**src/scut_pkg.sv**
```systemverilog
// Purpose: Shared constants and types of the serial channel block.
// Assumes: 12-bit register address, 16-bit register data.
// Notes: Event register sits on data bits 15 to 8.
`default_nettype none

package scut_pkg;

  // ****************************************************
  // Register offsets
  // ****************************************************
  localparam logic [11:0] OFF_CLK_CFG = 12'h882;
  localparam logic [11:0] OFF_MODE = 12'h884;
  localparam logic [11:0] OFF_STOP = 12'h886;
  localparam logic [11:0] OFF_EVENTS = 12'h888;
  localparam logic [11:0] OFF_CTRL_CHAR = 12'h88A;

  // ****************************************************
  // Field positions and codes
  // ****************************************************
  localparam int CFG_EXT = 14;
  localparam int CFG_TCS = 13;
  localparam int CFG_RCS = 12;
  localparam int CFG_DIV_LO = 1;
  localparam int CFG_QUARTER = 0;
  localparam int MODE_TPM_LO = 14;
  localparam int MODE_RPM = 13;
  localparam int MODE_PEN = 12;
  localparam int MODE_ENR = 3;
  localparam int MODE_ENT = 2;
  localparam logic [1:0] MODE_TDM = 2'h3;
  localparam int STOP_LO = 12;
  localparam int EV_LANE_LO = 8;
  localparam int EV_CTS = 7;
  localparam int EV_CD = 6;

  // ****************************************************
  // Reset values and counts
  // ****************************************************
  localparam logic [15:0] CFG_RST = 16'h0000;
  localparam logic [15:0] MODE_RST = 16'h0000;
  localparam logic [15:0] STOP_RST = 16'h7000;
  localparam logic [3:0] OSR_LAST = 4'hF;
  localparam logic [3:0] MID_BIT = 4'h7;
  localparam logic [7:0] LEAD_BYTE = 8'hFF;

  // ****************************************************
  // Types
  // ****************************************************
  typedef enum logic [7:0] {
    S_IDLE = 8'h01,
    S_RTS = 8'h02,
    S_SYNC = 8'h04,
    S_TDM = 8'h08,
    S_START = 8'h10,
    S_DATA = 8'h20,
    S_PAR = 8'h40,
    S_STOP = 8'h80
  } scut_state_e;

  typedef struct packed {
    logic [7:0] data;
    logic last;
  } scut_tx_s;

  typedef struct packed {
    logic [7:0] data;
    logic parity_err;
  } scut_rx_s;

endpackage

`default_nettype wire

```
**src/scut_channel.sv**
```systemverilog
// Purpose: One serial channel: clocking, slot gating, UART framing.
// Assumes: All inputs synchronous to core_clk (10 MHz).
// Notes: Registers reached over a plain strobe port.
//
// Notes on behaviour
// - No serial clocks outside slot; slot rise starts clocking, one sync pulse.
// - Slot mode with no data ready sends all-ones bytes.
// - One bit per slot clock; state held unclocked between slots.
// - Receive clock and data pass only during the active slot.
// - After request-to-send, next slot rise sends all-ones then buffer bytes.
// - Chained buffers without last flag go back to back; one lead byte.
// - Request-to-send follows enable plus ready data after some serial clocks in slot mode, at once on byte take otherwise.
// - Baud source: main clock when 0, timer pin when 1.
// - Transmit clock: baud generator when 0, transmit clock pin when 1.
// - Receive clock: baud generator when 0, transmit clock pin when 1.
// - Divider field presets an 11-bit down-counter at prescaler rate.
// - Prescaler divides by 1 when 0, by 4 when 1.
// - Transmit parity: 00 odd, 01 zero, 10 even, 11 one.
// - Parity enable adds and checks parity; receive mode odd 0, even 1.
// - Last stop bit length 9/16 to 16/16 by code; reset gives 16/16.
// - Writing one clears an event bit; zero leaves it.
// - Event register sits on the upper byte lane.
// - Clear-to-send and carrier changes set their event bits.
// - Line quiet change and break reception set their event bits.
// - Rejected control character is stored and sets its event bit.
// - Character dropped for lack of buffer sets the no-buffer event.
`default_nettype none

module scut_channel #(
  parameter int RTS_DELAY = 8,
  parameter int IDLE_BITS = 10
) (
  input wire logic core_clk,
  input wire logic rst,
  input wire logic [11:0] addr,
  input wire logic [15:0] wdata,
  input wire logic wr,
  input wire logic rd,
  output logic [15:0] rdata,
  input wire logic timer_input_one_pin,
  input wire logic tx_clock_pin,
  input wire logic [1:0] slot_sync_pins,
  input wire logic cts_n,
  input wire logic cd_n,
  input wire logic rxd,
  output logic txd,
  output logic rts_n,
  output logic slot_sync_pulse,
  input wire scut_pkg::scut_tx_s tx_byte,
  input wire logic tx_valid,
  output logic tx_ready,
  output scut_pkg::scut_rx_s rx_char,
  output logic rx_valid,
  input wire logic rx_buf_free,
  input wire logic ctrl_match_reject
);

  // ****************************************************
  // Declarations
  // ****************************************************
  logic [15:0] channel_clock_config, channel_mode, stop_bit_fraction;
  logic [7:0] uart_events, rx_control_char_reg;
  logic tin_q, tx_clock_pin_q, cts_q, cd_q, slot_q;
  logic [1:0] pre_cnt;
  logic [10:0] brg_cnt;
  scut_pkg::scut_state_e st;
  logic [7:0] sh;
  logic [3:0] sub, bitn;
  logic par, last_q, rts;
  logic [5:0] rts_cnt;
  logic rx_busy, rx_par, quiet_q;
  logic [3:0] rx_sub, rx_bitn;
  logic [7:0] rx_sh, quiet_cnt;

  // Parity of a byte by mode code
  function automatic logic par_of(input logic [1:0] m,
                                  input logic [7:0] d);
    unique case (m)
      2'h0: par_of = ~^d;
      2'h1: par_of = 1'b0;
      2'h2: par_of = ^d;
      default: par_of = 1'b1;
    endcase
  endfunction

  // ****************************************************
  // Register decode
  // ****************************************************
  wire sel_cfg = addr == scut_pkg::OFF_CLK_CFG;
  wire sel_mode = addr == scut_pkg::OFF_MODE;
  wire sel_stop = addr == scut_pkg::OFF_STOP;
  wire sel_ev = addr == scut_pkg::OFF_EVENTS;
  wire sel_cc = addr == scut_pkg::OFF_CTRL_CHAR;
  wire [7:0] ev_clr = (wr && sel_ev) ?
    wdata[scut_pkg::EV_LANE_LO+:8] : 8'h00;
  wire [15:0] rd_mux =
    sel_cfg ? channel_clock_config :
    sel_mode ? channel_mode :
    sel_stop ? stop_bit_fraction :
    sel_ev ? {uart_events, 8'h00} :
    sel_cc ? {8'h00, rx_control_char_reg} : 16'h0000;

  // Control fields
  wire ext = channel_clock_config[scut_pkg::CFG_EXT];
  wire tx_clock_select = channel_clock_config[scut_pkg::CFG_TCS];
  wire rx_clock_select = channel_clock_config[scut_pkg::CFG_RCS];
  wire quarter = channel_clock_config[scut_pkg::CFG_QUARTER];
  wire [10:0] divider = channel_clock_config[scut_pkg::CFG_DIV_LO+:11];
  wire [1:0] tpm = channel_mode[scut_pkg::MODE_TPM_LO+:2];
  wire rx_parity_mode = channel_mode[scut_pkg::MODE_RPM];
  wire parity_on = channel_mode[scut_pkg::MODE_PEN];
  wire rx_enable_bit = channel_mode[scut_pkg::MODE_ENR];
  wire tx_enable_bit = channel_mode[scut_pkg::MODE_ENT];
  wire tdm_on = channel_mode[1:0] == scut_pkg::MODE_TDM;
  wire [2:0] stop_code = stop_bit_fraction[scut_pkg::STOP_LO+:3];

  // ****************************************************
  // Clock sources and slot gating
  // ****************************************************
  wire slot_act = |slot_sync_pins;
  wire slot_rise = slot_act && !slot_q;
  wire src_tick = ext ? (timer_input_one_pin && !tin_q) : 1'b1;
  wire pre_tick = src_tick && (!quarter || pre_cnt == 2'h3);
  wire brg_tick = pre_tick && brg_cnt == 11'h000;
  wire tx_clock_pin_edge = tx_clock_pin && !tx_clock_pin_q;
  wire tx_clk = tx_clock_select ? tx_clock_pin_edge : brg_tick;
  wire rx_clk = rx_clock_select ? tx_clock_pin_edge : brg_tick;
  wire gate = !tdm_on || slot_act;
  wire tx_tick = tx_clk && gate;
  wire rx_tick = rx_clk && gate;
  wire rx_in = gate ? rxd : 1'b1;

  // Pin history and baud generator
  always_ff @(posedge core_clk or posedge rst) begin
    if (rst) begin
      tin_q <= 1'b0;
      tx_clock_pin_q <= 1'b0;
      cts_q <= 1'b1;
      cd_q <= 1'b1;
      slot_q <= 1'b0;
      pre_cnt <= 2'h0;
      brg_cnt <= 11'h000;
      slot_sync_pulse <= 1'b0;
    end else begin
      tin_q <= timer_input_one_pin;
      tx_clock_pin_q <= tx_clock_pin;
      cts_q <= cts_n;
      cd_q <= cd_n;
      slot_q <= slot_act;
      slot_sync_pulse <= slot_rise;
      if (src_tick)
        pre_cnt <= pre_cnt + 2'h1;
      if (pre_tick)
        brg_cnt <= brg_tick ? divider : brg_cnt - 11'h001;
    end
  end

  // ****************************************************
  // Transmitter
  // ****************************************************
  wire in_idle = st == scut_pkg::S_IDLE;
  wire byte_end = st == scut_pkg::S_TDM && tx_tick && bitn == 4'h7;
  wire bit_end = tx_tick && sub == scut_pkg::OSR_LAST;
  wire stop_end = tx_tick && sub == {1'b1, stop_code};
  assign tx_ready = tx_enable_bit && ((in_idle && !tdm_on) ||
                    (byte_end && !last_q));
  wire tx_take = tx_ready && tx_valid;
  wire tx_done = last_q && ((byte_end && !tx_enable_bit) || byte_end ||
                 (st == scut_pkg::S_STOP && stop_end));
  assign rts_n = !rts;

  // Line level per state
  always_comb begin
    unique case (st)
      scut_pkg::S_TDM: txd = sh[0];
      scut_pkg::S_START: txd = 1'b0;
      scut_pkg::S_DATA: txd = sh[0];
      scut_pkg::S_PAR: txd = par;
      default: txd = 1'b1;
    endcase
  end

  // Transmit sequencing
  always_ff @(posedge core_clk or posedge rst) begin
    if (rst) begin
      st <= scut_pkg::S_IDLE;
      sh <= 8'hFF;
      sub <= 4'h0;
      bitn <= 4'h0;
      par <= 1'b0;
      last_q <= 1'b0;
      rts <= 1'b0;
      rts_cnt <= 6'h00;
    end else begin
      unique case (st)
        scut_pkg::S_IDLE: begin
          rts_cnt <= 6'h00;
          sub <= 4'h0;
          if (tx_enable_bit && tdm_on && tx_valid)
            st <= scut_pkg::S_RTS;
          else if (tx_take) begin
            sh <= tx_byte.data;
            last_q <= tx_byte.last;
            par <= par_of(tpm, tx_byte.data);
            rts <= 1'b1;
            st <= scut_pkg::S_START;
          end
        end
        scut_pkg::S_RTS: begin
          if (!tx_enable_bit || !tdm_on)
            st <= scut_pkg::S_IDLE;
          else if (tx_clk) begin
            rts_cnt <= rts_cnt + 6'h01;
            if (rts_cnt == 6'(RTS_DELAY - 1)) begin
              rts <= 1'b1;
              st <= scut_pkg::S_SYNC;
            end
          end
        end
        scut_pkg::S_SYNC: begin
          if (!tx_enable_bit) begin
            rts <= 1'b0;
            st <= scut_pkg::S_IDLE;
          end else if (slot_rise) begin
            sh <= scut_pkg::LEAD_BYTE;
            bitn <= 4'h0;
            last_q <= 1'b0;
            st <= scut_pkg::S_TDM;
          end
        end
        scut_pkg::S_TDM: begin
          if (byte_end) begin
            bitn <= 4'h0;
            if (last_q || !tx_enable_bit) begin
              rts <= 1'b0;
              st <= scut_pkg::S_IDLE;
            end else if (tx_take) begin
              sh <= tx_byte.data;
              last_q <= tx_byte.last;
            end else
              sh <= scut_pkg::LEAD_BYTE;
          end else if (tx_tick) begin
            sh <= {1'b1, sh[7:1]};
            bitn <= bitn + 4'h1;
          end
        end
        scut_pkg::S_START, scut_pkg::S_DATA, scut_pkg::S_PAR: begin
          if (tx_tick)
            sub <= sub + 4'h1;
          if (bit_end && st == scut_pkg::S_START) begin
            bitn <= 4'h0;
            st <= scut_pkg::S_DATA;
          end else if (bit_end && st == scut_pkg::S_DATA) begin
            sh <= {1'b1, sh[7:1]};
            bitn <= bitn + 4'h1;
            if (bitn == 4'h7)
              st <= parity_on ? scut_pkg::S_PAR : scut_pkg::S_STOP;
          end else if (bit_end)
            st <= scut_pkg::S_STOP;
        end
        scut_pkg::S_STOP: begin
          sub <= sub + {3'h0, tx_tick};
          if (stop_end) begin
            sub <= 4'h0;
            rts <= 1'b0;
            st <= scut_pkg::S_IDLE;
          end
        end
      endcase
    end
  end

  // ****************************************************
  // Receiver
  // ****************************************************
  wire [3:0] rx_last_bit = parity_on ? 4'hA : 4'h9;
  wire rx_sample = rx_busy && rx_tick && rx_sub == scut_pkg::MID_BIT;
  wire rx_end = rx_sample && rx_bitn == rx_last_bit;
  wire rx_brk = rx_end && !rx_in && rx_sh == 8'h00 &&
                !(parity_on && rx_par);
  wire rx_good = rx_end && !rx_brk;
  wire perr = parity_on && rx_par != par_of({rx_parity_mode, 1'b0}, rx_sh);
  wire quiet = quiet_cnt == 8'(IDLE_BITS * 16);

  // Character assembly, delivery and quiet detection
  always_ff @(posedge core_clk or posedge rst) begin
    if (rst) begin
      rx_busy <= 1'b0;
      rx_sub <= 4'h0;
      rx_bitn <= 4'h0;
      rx_sh <= 8'h00;
      rx_par <= 1'b0;
      rx_valid <= 1'b0;
      rx_char <= '0;
      quiet_cnt <= 8'h00;
      quiet_q <= 1'b0;
    end else begin
      rx_valid <= rx_good && rx_buf_free;
      quiet_q <= quiet;
      if (!rx_in)
        quiet_cnt <= 8'h00;
      else if (rx_tick && !quiet)
        quiet_cnt <= quiet_cnt + 8'h01;
      if (rx_good)
        rx_char <= '{data: rx_sh, parity_err: perr};
      if (!rx_enable_bit)
        rx_busy <= 1'b0;
      else if (!rx_busy && rx_tick && !rx_in) begin
        rx_busy <= 1'b1;
        rx_sub <= 4'h0;
        rx_bitn <= 4'h0;
      end else if (rx_busy && rx_tick) begin
        rx_sub <= rx_sub + 4'h1;
        if (rx_sample) begin
          rx_bitn <= rx_bitn + 4'h1;
          if (rx_bitn == 4'h0 && rx_in)
            rx_busy <= 1'b0;
          else if (rx_bitn >= 4'h1 && rx_bitn <= 4'h8)
            rx_sh <= {rx_in, rx_sh[7:1]};
          else if (rx_bitn == 4'h9 && parity_on)
            rx_par <= rx_in;
          if (rx_end)
            rx_busy <= 1'b0;
        end
      end
    end
  end

  // ****************************************************
  // Registers and events
  // ****************************************************
  wire ccr_hit = rx_valid && ctrl_match_reject;
  wire [7:0] ev_set = {cts_n != cts_q, cd_n != cd_q,
                       quiet != quiet_q, rx_brk,
                       ccr_hit, rx_good && !rx_buf_free,
                       tx_done, rx_valid};

  // Software writes, sticky events, read port
  always_ff @(posedge core_clk or posedge rst) begin
    if (rst) begin
      channel_clock_config <= scut_pkg::CFG_RST;
      channel_mode <= scut_pkg::MODE_RST;
      stop_bit_fraction <= scut_pkg::STOP_RST;
      uart_events <= 8'h00;
      rx_control_char_reg <= 8'h00;
      rdata <= 16'h0000;
    end else begin
      if (wr && sel_cfg)
        channel_clock_config <= wdata;
      if (wr && sel_mode)
        channel_mode <= wdata;
      if (wr && sel_stop)
        stop_bit_fraction <= wdata;
      if (ccr_hit)
        rx_control_char_reg <= rx_char.data;
      uart_events <= (uart_events & ~ev_clr) | ev_set;
      rdata <= rd ? rd_mux : 16'h0000;
    end
  end

  // ****************************************************
  // Checks
  // ****************************************************
  a_slot_hold: assert property (@(posedge core_clk) disable iff (rst)
    st == scut_pkg::S_TDM && !slot_act |=> $stable(sh))
    else $error("shift state moved outside slot");
  a_lead_byte: assert property (@(posedge core_clk) disable iff (rst)
    st == scut_pkg::S_SYNC && tx_enable_bit && slot_rise
    |=> sh == 8'hFF && st == scut_pkg::S_TDM)
    else $error("no lead byte at slot start");
  a_sync_pulse: assert property (@(posedge core_clk) disable iff (rst)
    slot_rise |=> slot_sync_pulse ##1 !slot_sync_pulse)
    else $error("sync pulse not one cycle");
  a_rx_gated: assert property (@(posedge core_clk) disable iff (rst)
    tdm_on && !slot_act |-> !rx_tick && rx_in)
    else $error("receive clocked outside slot");
  a_idle_fill: assert property (@(posedge core_clk) disable iff (rst)
    byte_end && tx_enable_bit && !last_q && !tx_valid
    |=> sh == 8'hFF)
    else $error("idle fill not all ones");
  a_ev_clear: assert property (@(posedge core_clk) disable iff (rst)
    wr && sel_ev && wdata[15] && cts_n == cts_q
    |=> !uart_events[scut_pkg::EV_CTS])
    else $error("event bit not cleared");
  a_ev_sticky: assert property (@(posedge core_clk) disable iff (rst)
    ##1 (uart_events & $past(uart_events & ~ev_clr))
    == $past(uart_events & ~ev_clr))
    else $error("event bit lost without clear");
  a_cts_event: assert property (@(posedge core_clk) disable iff (rst)
    cts_n != cts_q |=> uart_events[scut_pkg::EV_CTS])
    else $error("clear-to-send change not latched");
  a_cd_event: assert property (@(posedge core_clk) disable iff (rst)
    cd_n != cd_q |=> uart_events[scut_pkg::EV_CD])
    else $error("carrier change not latched");
  a_force_par: assert property (@(posedge core_clk) disable iff (rst)
    $rose(st == scut_pkg::S_PAR) && $past(tpm, 2) == 2'h3
    && tpm == 2'h3 |-> txd)
    else $error("forced high parity wrong");

endmodule

`default_nettype wire

```
**config.mk**
```make
export PLATFORM = sky130hd
export DESIGN_NAME = scut_channel
export DESIGN_NICKNAME = d
export VERILOG_FILES = /design/src/scut_pkg.sv /design/src/scut_channel.sv
export SDC_FILE = /design/constraint.sdc
export NUM_CORES = 1
export LEC_CHECK = 0
export ABC_AREA = 1
export BUFFER_PORTS_ARGS = -buffer_cell sky130_fd_sc_hd__buf_2
export CAP_MARGIN = 5
export CORE_UTILIZATION = 30
export DETAILED_ROUTE_END_ITERATION = 7
export SKIP_CTS_REPAIR_TIMING = 1
export SYNTH_ARGS = -nofsm -noshare
export SYNTH_HDL_FRONTEND = slang
export SYNTH_SLANG_ARGS = --single-unit
```
**constraint.sdc**
```tcl
create_clock -name core_clk -period 5.9 [get_ports core_clk]
set_input_delay 1.18 -clock core_clk [delete_from_list [all_inputs] [get_ports core_clk]]
set_output_delay 1.18 -clock core_clk [all_outputs]
set_load 0.02 [all_outputs]
```
# --- Word level (Yosys, flattened, before mapping) ---
# Index checks and enable logic that the tools add are counted.
word_totals:
  regBits: 169
  latchBits: 0
  mem_bits_rw: 0
  mem_bits_ro: 0
  wordCells: 291
  n_memories: 0
op_classes:
  n_addsub: 9
  multipliers: 0
  n_div: 0
  order_cmp: 2
  n_eq_ne: 57
  n_shift: 0
  n_mux: 86
  n_bitwise: 8
  n_reduce_logical: 97
ops:
  columns: ["op", "n"]
  rows:
  - ["two-way mux 8 bit", 29]
  - ["two-way mux 16 bit", 5]
  - ["== test 12 bit (second input constant)", 5]
  - ["two-way mux 4 bit", 13]
  - ["case mux 8 bit (6 select lines)", 1]
  - ["logical AND 1 bit", 44]
  - ["case mux 8 bit (4 select lines)", 1]
  - ["!= test 2 bit (second input constant)", 13]
  - ["two-way mux 1 bit", 25]
  - ["case mux 4 bit (3 select lines)", 2]
  - ["!= test 3 bit (second input constant)", 6]
  - ["AND reduction 9 bit", 2]
  - ["adder 4 x 1 -> 4 bit (second input constant)", 4]
  - ["== test 8 bit (second input constant)", 2]
  - ["XNOR reduction 8 bit", 2]
  - ["XOR reduction 8 bit", 2]
  - ["logical NOT 1 bit", 14]
  - ["two-way mux 6 bit", 2]
  - ["case mux 6 bit (2 select lines)", 1]
  - ["AND reduction 3 bit", 4]
  - ["AND reduction 6 bit", 2]
  - ["logical NOT 11 bit", 1]
  - ["two-way mux 11 bit", 1]
  - ["subtractor 11 x 1 -> 11 bit (second input constant)", 1]
  - ["other kinds (46)", 77]

# --- Depth between registers and ports, before layout ---
# Gate-level depths: netlist (run 1).
depth:
  word_depth: 17
  depth_mapped: 16
  depth_no_buf: 15

# --- Worst setup path after synthesis (run 1) ---
# No wires, ideal clock.
synth_path:
  kind: "input to output"
  startpoint: "input port timer_input_one_pin"
  endpoint: "output port tx_ready"
  arrival_time_ns: 2.060
  setup_slack_ns: 2.660
  cell_stages: 8
  n_path_buf: 0
  path_cell_list: "nand2_1 -> nand2_1 -> nand2_2 -> nor2_4 -> nand3_4 -> nand2_8 -> nand4_4 -> nand2_4"
synth_via:
  elab_chain_cells: 11
synth_lines:
  columns: ["element", "line", "source"]
  rows:
  - ["start: declaration", "scut_channel.sv:40", "input wire logic timer_input_one_pin,"]
  - ["logical AND 1 bit", "scut_channel.sv:122", "wire src_tick = ext ? (timer_input_one_pin && !tin_q) : 1'b1;"]
  - ["two-way mux 1 bit", "scut_channel.sv:122", null]
  - ["logical AND 1 bit", "scut_channel.sv:123", "wire pre_tick = src_tick && (!quarter || pre_cnt == 2'h3);"]
  - ["logical AND 1 bit", "scut_channel.sv:124", "wire brg_tick = pre_tick && brg_cnt == 11'h000;"]
  - ["two-way mux 1 bit", "scut_channel.sv:126", "wire tx_clk = tx_clock_select ? tx_clock_pin_edge : brg_tick;"]
  - ["logical AND 1 bit", "scut_channel.sv:129", "wire tx_tick = tx_clk && gate;"]
  - ["logical AND 1 bit (2 in series)", "scut_channel.sv:162", "wire byte_end = st == scut_pkg::S_TDM && tx_tick && bitn == 4'h7;"]
  - ["logical AND 1 bit", "scut_channel.sv:166", "(byte_end && !last_q));"]
  - ["logical OR 1 bit", "scut_channel.sv:165", "assign tx_ready = tx_enable_bit && ((in_idle && !tdm_on) ||"]
  - ["logical AND 1 bit", "scut_channel.sv:165", null]
  - ["end: declaration", "scut_channel.sv:51", "output logic tx_ready,"]
# No other way between the ends.

# --- Final worst setup path (run 1) ---
# Ends and elaborated chain as after synthesis.

==> flow_summary.json, run 1 <==
{
  "initial_utilization_pct": 30.8,
  "setup_tns_ns": 0,
  "finClkSkew_ns": 0.0128,
  "critPathRequiredTime_ns": 4.72,
  "dpl_cell_area_sq_um": 9750,
  "slew_violations": 0,
  "ant_nets": 0,
  "synth_top_flop_cell": "dfrtp_1",
  "drt-initial-drc-count": 486,
  "htree_num_levels": 4,
  "slew_headroom_pct": 31.6,
  "syn_inst": 1070,
  "synthAdderAreaFrac_pct": 2.65,
  "drc": 0,
  "ctsLongestPathBuffers": 2,
  "clockRootBuffer": "clkbuf_16",
  "dr.pass1.iters": 5,
  "finalHoldViolCount": 0,
  "crit_fanout": 14,
  "synth_xor_area_share_pct": 2.74,
  "hold_path.class": "reg2reg",
  "synth_compound_area_share_pct": 13.4,
  "die-width_um": 175,
  "drive_above_1_share_pct": 18.0,
  "cp_cell_sequence": "buf_2, nand2_1, nand2_1, nand2_2, nor2_4, nand3_4, nand2_8, nand4_4, nand2_4, buf_2",
  "viasPerCell": 4.79,
  "hold-path-cell-count": 2,
  "p_leak_nw": 5.00,
  "core_area_sq_um": 29100,
  "final_area_sq_um": 10300,
  "crit_arrival_ns": 2.54,
  "yosysWarnings": 0,
  "antenna_found_initial": 0,
  "antenna_cells": 0,
  "synth_most_common_cell": "nand2_1",
  "place.detailed.hpwl_mm": 16.2,
  "synth_commonest_cells": "233 x nand2_1, 155 x dfrtp_1, 126 x o21ai_0",
  "track_usage_pct": 15.1,
  "pwr_density_cell_nw_per_um2": 299,
  "rsz0062_at_grt": "no",
  "grt_max_degree": 69,
  "cpMaxStageDelayCell": "nand2_2",
  "synth-simple-area-share_pct": 25.9,
  "num_vias": 7382,
  "r2r_setup_slack_ns": 3.37,
  "syn-num-nets": 1140,
  "rr_worst_depth": 11,
  "cts_tree": "built",
  "timing.rr.start": "pre_cnt[0]$_DFFE_PP0P_",
  "synth_area_per_cell_sq_um": 8.38,
  "area_delta_synth_final_pct": 14.8,
  "synth-seq-cells": 169,
  "startpoint_type": "primary input",
  "path_clk_slew_ns": 0.06,
  "synth_top_family_by_area": "simple AND/OR/NAND/NOR gates",
  "fp.dieH_um": 175,
  "grt_pass1_wl_mm": 36.7,
  "r2r_end": "rx_char[8]$_DFFE_PP0N_",
  "vdd_ir_drop_max_mv": 0.128,
  "io_pins": 81,
  "clkSinkCount": 169,
  "cp_slowest_stage_delay_ns": 0.20,
  "critPathKind": "in2out",
  "synthesis.area_sq_um": 8970,
  "grt_pass1_vias": 7134,
  "crit_path_end_kind": "output port",
  "maxCapViolations": 0,
  "yosys-mux-area-fraction_pct": 1.13,
  "ys_seq_area_share_pct": 47.4,
  "cts_buffers": 17,
  "tightest_slew_ns": 1.02,
  "post-route-period-util_pct": 63.0,
  "wl_mm": 21.8,
  "clock.fmax_ghz": 0.269,
  "io_buffer_count": 80,
  "clock_latency_ns": 0.44,
  "synth_top_area_share_pct": 43.3,
  "gp_congestion": 0.864,
  "hold_end": "sh[1]$_DFFE_PP1P_",
  "finalSetupViolations": 0,
  "final_net_count": 1213,
  "synth_area_leaders": "dfrtp_1 43%, nand2_1 9.8%, o21ai_0 7.0%",
  "wire_per_inst_um": 14.2,
  "min_from": "sh[1]$_DFFE_PP1P_",
  "row_count": 62,
  "grt-ovfl-total": 0,
  "synth_edf_count": 0,
  "period_minus_slack_ns": 3.72,
  "dieArea_sq_um": 30600,
  "yosys.area.top_type": "dfrtp_1",
  "ys_types": 56,
  "outcome": "complete, no violations",
  "async_reset_ff_share_pct": 100
}
[per-layer routing]
layer	wire, um	share of wire [%]	track usage (%)
met1	10600	49	21.1
met5	0	0	0
met4	499	2.3	5.98
met3	744	3.4	2.57
met2	9960	46	23.1
[worst max-delay path, delay by kind of cell]
| kind | cells | cell delay [ns] |
|---|---|---|
| and+or+nand+nor | 8 | 1.09 |
| buffers and inverters | 2 | 0.27 |
[power by group]
group / switching (W) / internal (W) / leakage, nW
Combinational: 0.000442 / 0.000230 / 2.54
Clock: 0.000500 / 0.000550 / 0.270
Sequential: 0.0000779 / 0.00128 / 2.19
[cell usage in the layout, fill, tap and decap left out, types with 4 or more instances in the layout]
master       n
ha_1        19
clkbuf_16   17
nor2_4       5
nand4_1     14
nand2_2     10
xor2_1      15
nand2_1    233
inv_6        6
mux2_2       9
nand2_4      8
a21oi_1     42
nand3b_1     4
nand3_2      4
clkinv_2     4
nor2_2       9
dfstp_2     14
nor3_1       9
dfrtp_1    155
inv_2       10
o21ai_1     27
xnor2_1     13
a31oi_1      6
inv_1      115
o21ai_0    126
nor2_1      57
o31ai_1      8
buf_2       80
nand3_1     86
nand3_4      4
[worst max path at each step]
| stage | slack, ns | start | endpoint | cells past startpoint |
|---|---|---|---|---|
| finish | 2.18 | timer_input_one_pin | tx_ready | 10 |
| detailed placement | 2.04 | addr[5] | channel_mode[8]$_DFFE_PP0P_ | 9 |
| floorplan | 0.17 | rst | bitn[0]$_DFFE_PP0P_ | 1 |
| global route | 2.05 | timer_input_one_pin | tx_ready | 10 |
| global placement | 2.14 | addr[5] | channel_mode[12]$_DFFE_PP0P_ | 9 |
| CTS | 2.16 | timer_input_one_pin | tx_ready | 10 |
[metrics by stage]
stage          total power, W  hold WS, ns  setup slack [ns]  instances  utilization (%)
6_report              0.00308        0.470              2.18       1540             35.4
5_1_grt               0.00326        0.482              2.05       1540             35.4
4_1_cts               0.00311        0.470              2.16       1540             35.4
3_5_place_dp          0.00205        0.459              2.04       1508             33.5
3_3_place_gp          0.00204        0.459              2.14       1508             33.5
2_1_floorplan         0.00188        0.441             0.168       1070                -
[area by class of cell]
type / instances / area [sq um]
Fill cell: 2988 / 18800
Sequential cell: 169 / 4250
Multi-Input combinational cell: 742 / 4110
Inverter: 130 / 494
Tap cell: 384 / 480
Clock buffer: 18 / 429
Timing Repair Buffer: 83 / 423
Clock inverter: 14 / 115
[logic make-up after synthesis]
logic type / after synthesis
compound gates: 224
xor+xnor: 28
fa+ha+maj: 19
buf+inv: 159
flops: 169
mux: 9
simple gates: 462
Note: power is estimated with default switching activity, not from simulation.
==> run 2, diff against run 1 <==
clock period = 3.2 ns   (was 5.9 ns; I/O delays follow)
==> flow_summary.json, run 2 (same netlist as run 1, synthesis figures left out) <==
{
  "initial_utilization_pct": 30.8,
  "gp_congestion": 0.873,
  "final_cell_mix": "233 x nand2_1, 155 x dfrtp_1, 126 x o21ai_0",
  "finClkSkew_ns": 0.0144,
  "crit_fanout": 9,
  "drt-initial-drc-count": 510,
  "critPathRequiredTime_ns": 2.56,
  "slew_violations": 0,
  "io_buffer_count": 80,
  "post-route-period-util_pct": 89.6,
  "pwr_density_cell_nw_per_um2": 556,
  "antenna_cells": 0,
  "p_clk_share_pct": 35.7,
  "die-width_um": 175,
  "finalHoldViolCount": 0,
  "p_int_w": 0.00391,
  "path_clk_slew_ns": 0.07,
  "multi_input_area_sq_um": 4110,
  "drive_above_1_share_pct": 18.6,
  "n_fill_cell": 2974,
  "switching_share_pct": 32.6,
  "maxCapViolations": 0,
  "core_area_sq_um": 29100,
  "startpoint_type": "flip-flop",
  "num_vias": 7378,
  "dieArea_sq_um": 30600,
  "fin_util_pct": 35.9,
  "clockRootBuffer": "clkbuf_16",
  "period_minus_slack_ns": 2.87,
  "row_count": 62,
  "clkSinkCount": 169,
  "clock_latency_ns": 0.43,
  "clock.fmax_ghz": 0.349,
  "cts_tree": "built",
  "area_delta_synth_final_pct": 16.4,
  "rsz0062_at_grt": "no",
  "setup_tns_ns": 0,
  "slew_headroom_pct": 37.2,
  "track_usage_pct": 15.2,
  "grt-ovfl-total": 0,
  "p_sw_w": 0.00189,
  "finalSetupViolations": 0,
  "drc": 0,
  "critPathKind": "reg2out",
  "hold_path.class": "in2reg",
  "io_pins": 81,
  "pwr-share-seq_pct": 43.0,
  "regArea_sq_um": 4250,
  "cts_buffers": 17,
  "tightest_slew_ns": 0.939,
  "htree_num_levels": 4,
  "dr.pass1.iters": 5,
  "post-place-cells": 1515,
  "grt_pass1_vias": 7248,
  "place.detailed.hpwl_mm": 16.6,
  "stdcell_count": 1547,
  "wire_per_inst_um": 14.4,
  "ctsLongestPathBuffers": 2,
  "p_comb_share_pct": 21.3,
  "crit_arrival_ns": 2.23,
  "grt_pass1_wl_mm": 37.1,
  "antenna_found_initial": 0,
  "layout_commonest_cell": "nand2_1",
  "wl_mm": 22.2,
  "outcome": "complete, no violations",
  "vdd_ir_drop_max_mv": 0.277,
  "hold_ws_ns": 0.326,
  "p_leak_nw": 5.06,
  "grt_max_degree": 49,
  "viasPerCell": 4.77,
  "crit_path_end_kind": "output port",
  "ant_nets": 0,
  "final_net_count": 1220,
  "fp.dieH_um": 175
}
==> run 2: path summary, 6_finish.rpt <==
kind,startpoint,to,slack (ns),cells after the start
hold / removal,cts_n,cts_q$_DFF_PP1_,0.33,1
hold reg to reg,sh[0]$_DFFE_PP1P_,sh[0]$_DFFE_PP1P_,0.47,2
min in group asynchronous,rst,rx_char[8]$_DFFE_PP0N_,0.37,2
setup reg to reg,pre_cnt[0]$_DFFE_PP0P_,sub[2]$_DFFE_PP0P_,0.91,12
max in group asynchronous,rst,cts_q$_DFF_PP1_,2.00,3
setup / recovery,st[0]$_DFFE_PP1P_,txd,0.33,9
==> run 2: cell type report <==
class	instances	area share (%)
repair buffers	90	4.92
clock inverters	14	1.49
well taps	384	4.60
clock buffers	18	4.21
multi-input cells	742	39.4
flip-flops and latches	169	40.7
inverters	130	4.72
==> run 2: worst max-delay path, cell delays in order (launching register included) <==
cell     delay, ns
dfstp_2       0.54
nor2_1        0.06
nand2_1       0.12
inv_2         0.05
nand3_2       0.10
inv_2         0.08
nor3_4        0.38
nand2_1       0.17
nand3_1       0.13
buf_2         0.17
==> run 2: routing by layer <==
metal | track usage [%] | vias up | share of wire, %
met2 | 24.6 | 129 | 47
met4 | 5.18 | 0 | 1.6
met3 | 2.59 | 30 | 2.9
li1 | - | 3690 | -
met1 | 20.6 | 3529 | 48
met5 | 0 | - | 0
==> run 2: power by group through the flow <==
| stage | combinational, W | clock (W) | sequential (W) |
|---|---|---|---|
| floorplan | 0.000961 | 0 | 0.00250 |
| global placement | 0.00123 | 0 | 0.00253 |
| detailed placement | 0.00124 | 0 | 0.00253 |
| CTS | 0.00125 | 0.00211 | 0.00249 |
| global route | 0.00142 | 0.00221 | 0.00252 |
| finish | 0.00124 | 0.00207 | 0.00249 |
==> run 2: stage by stage <==
step,worst slack [ns],power (W),cell area (sq um)
after floorplan,0.417,0.00346,8970
after global placement,0.583,0.00376,9840
after detailed placement,0.533,0.00377,9840
after CTS,0.329,0.00585,10400
after global routing,0.156,0.00616,10400
final,0.333,0.00581,10400
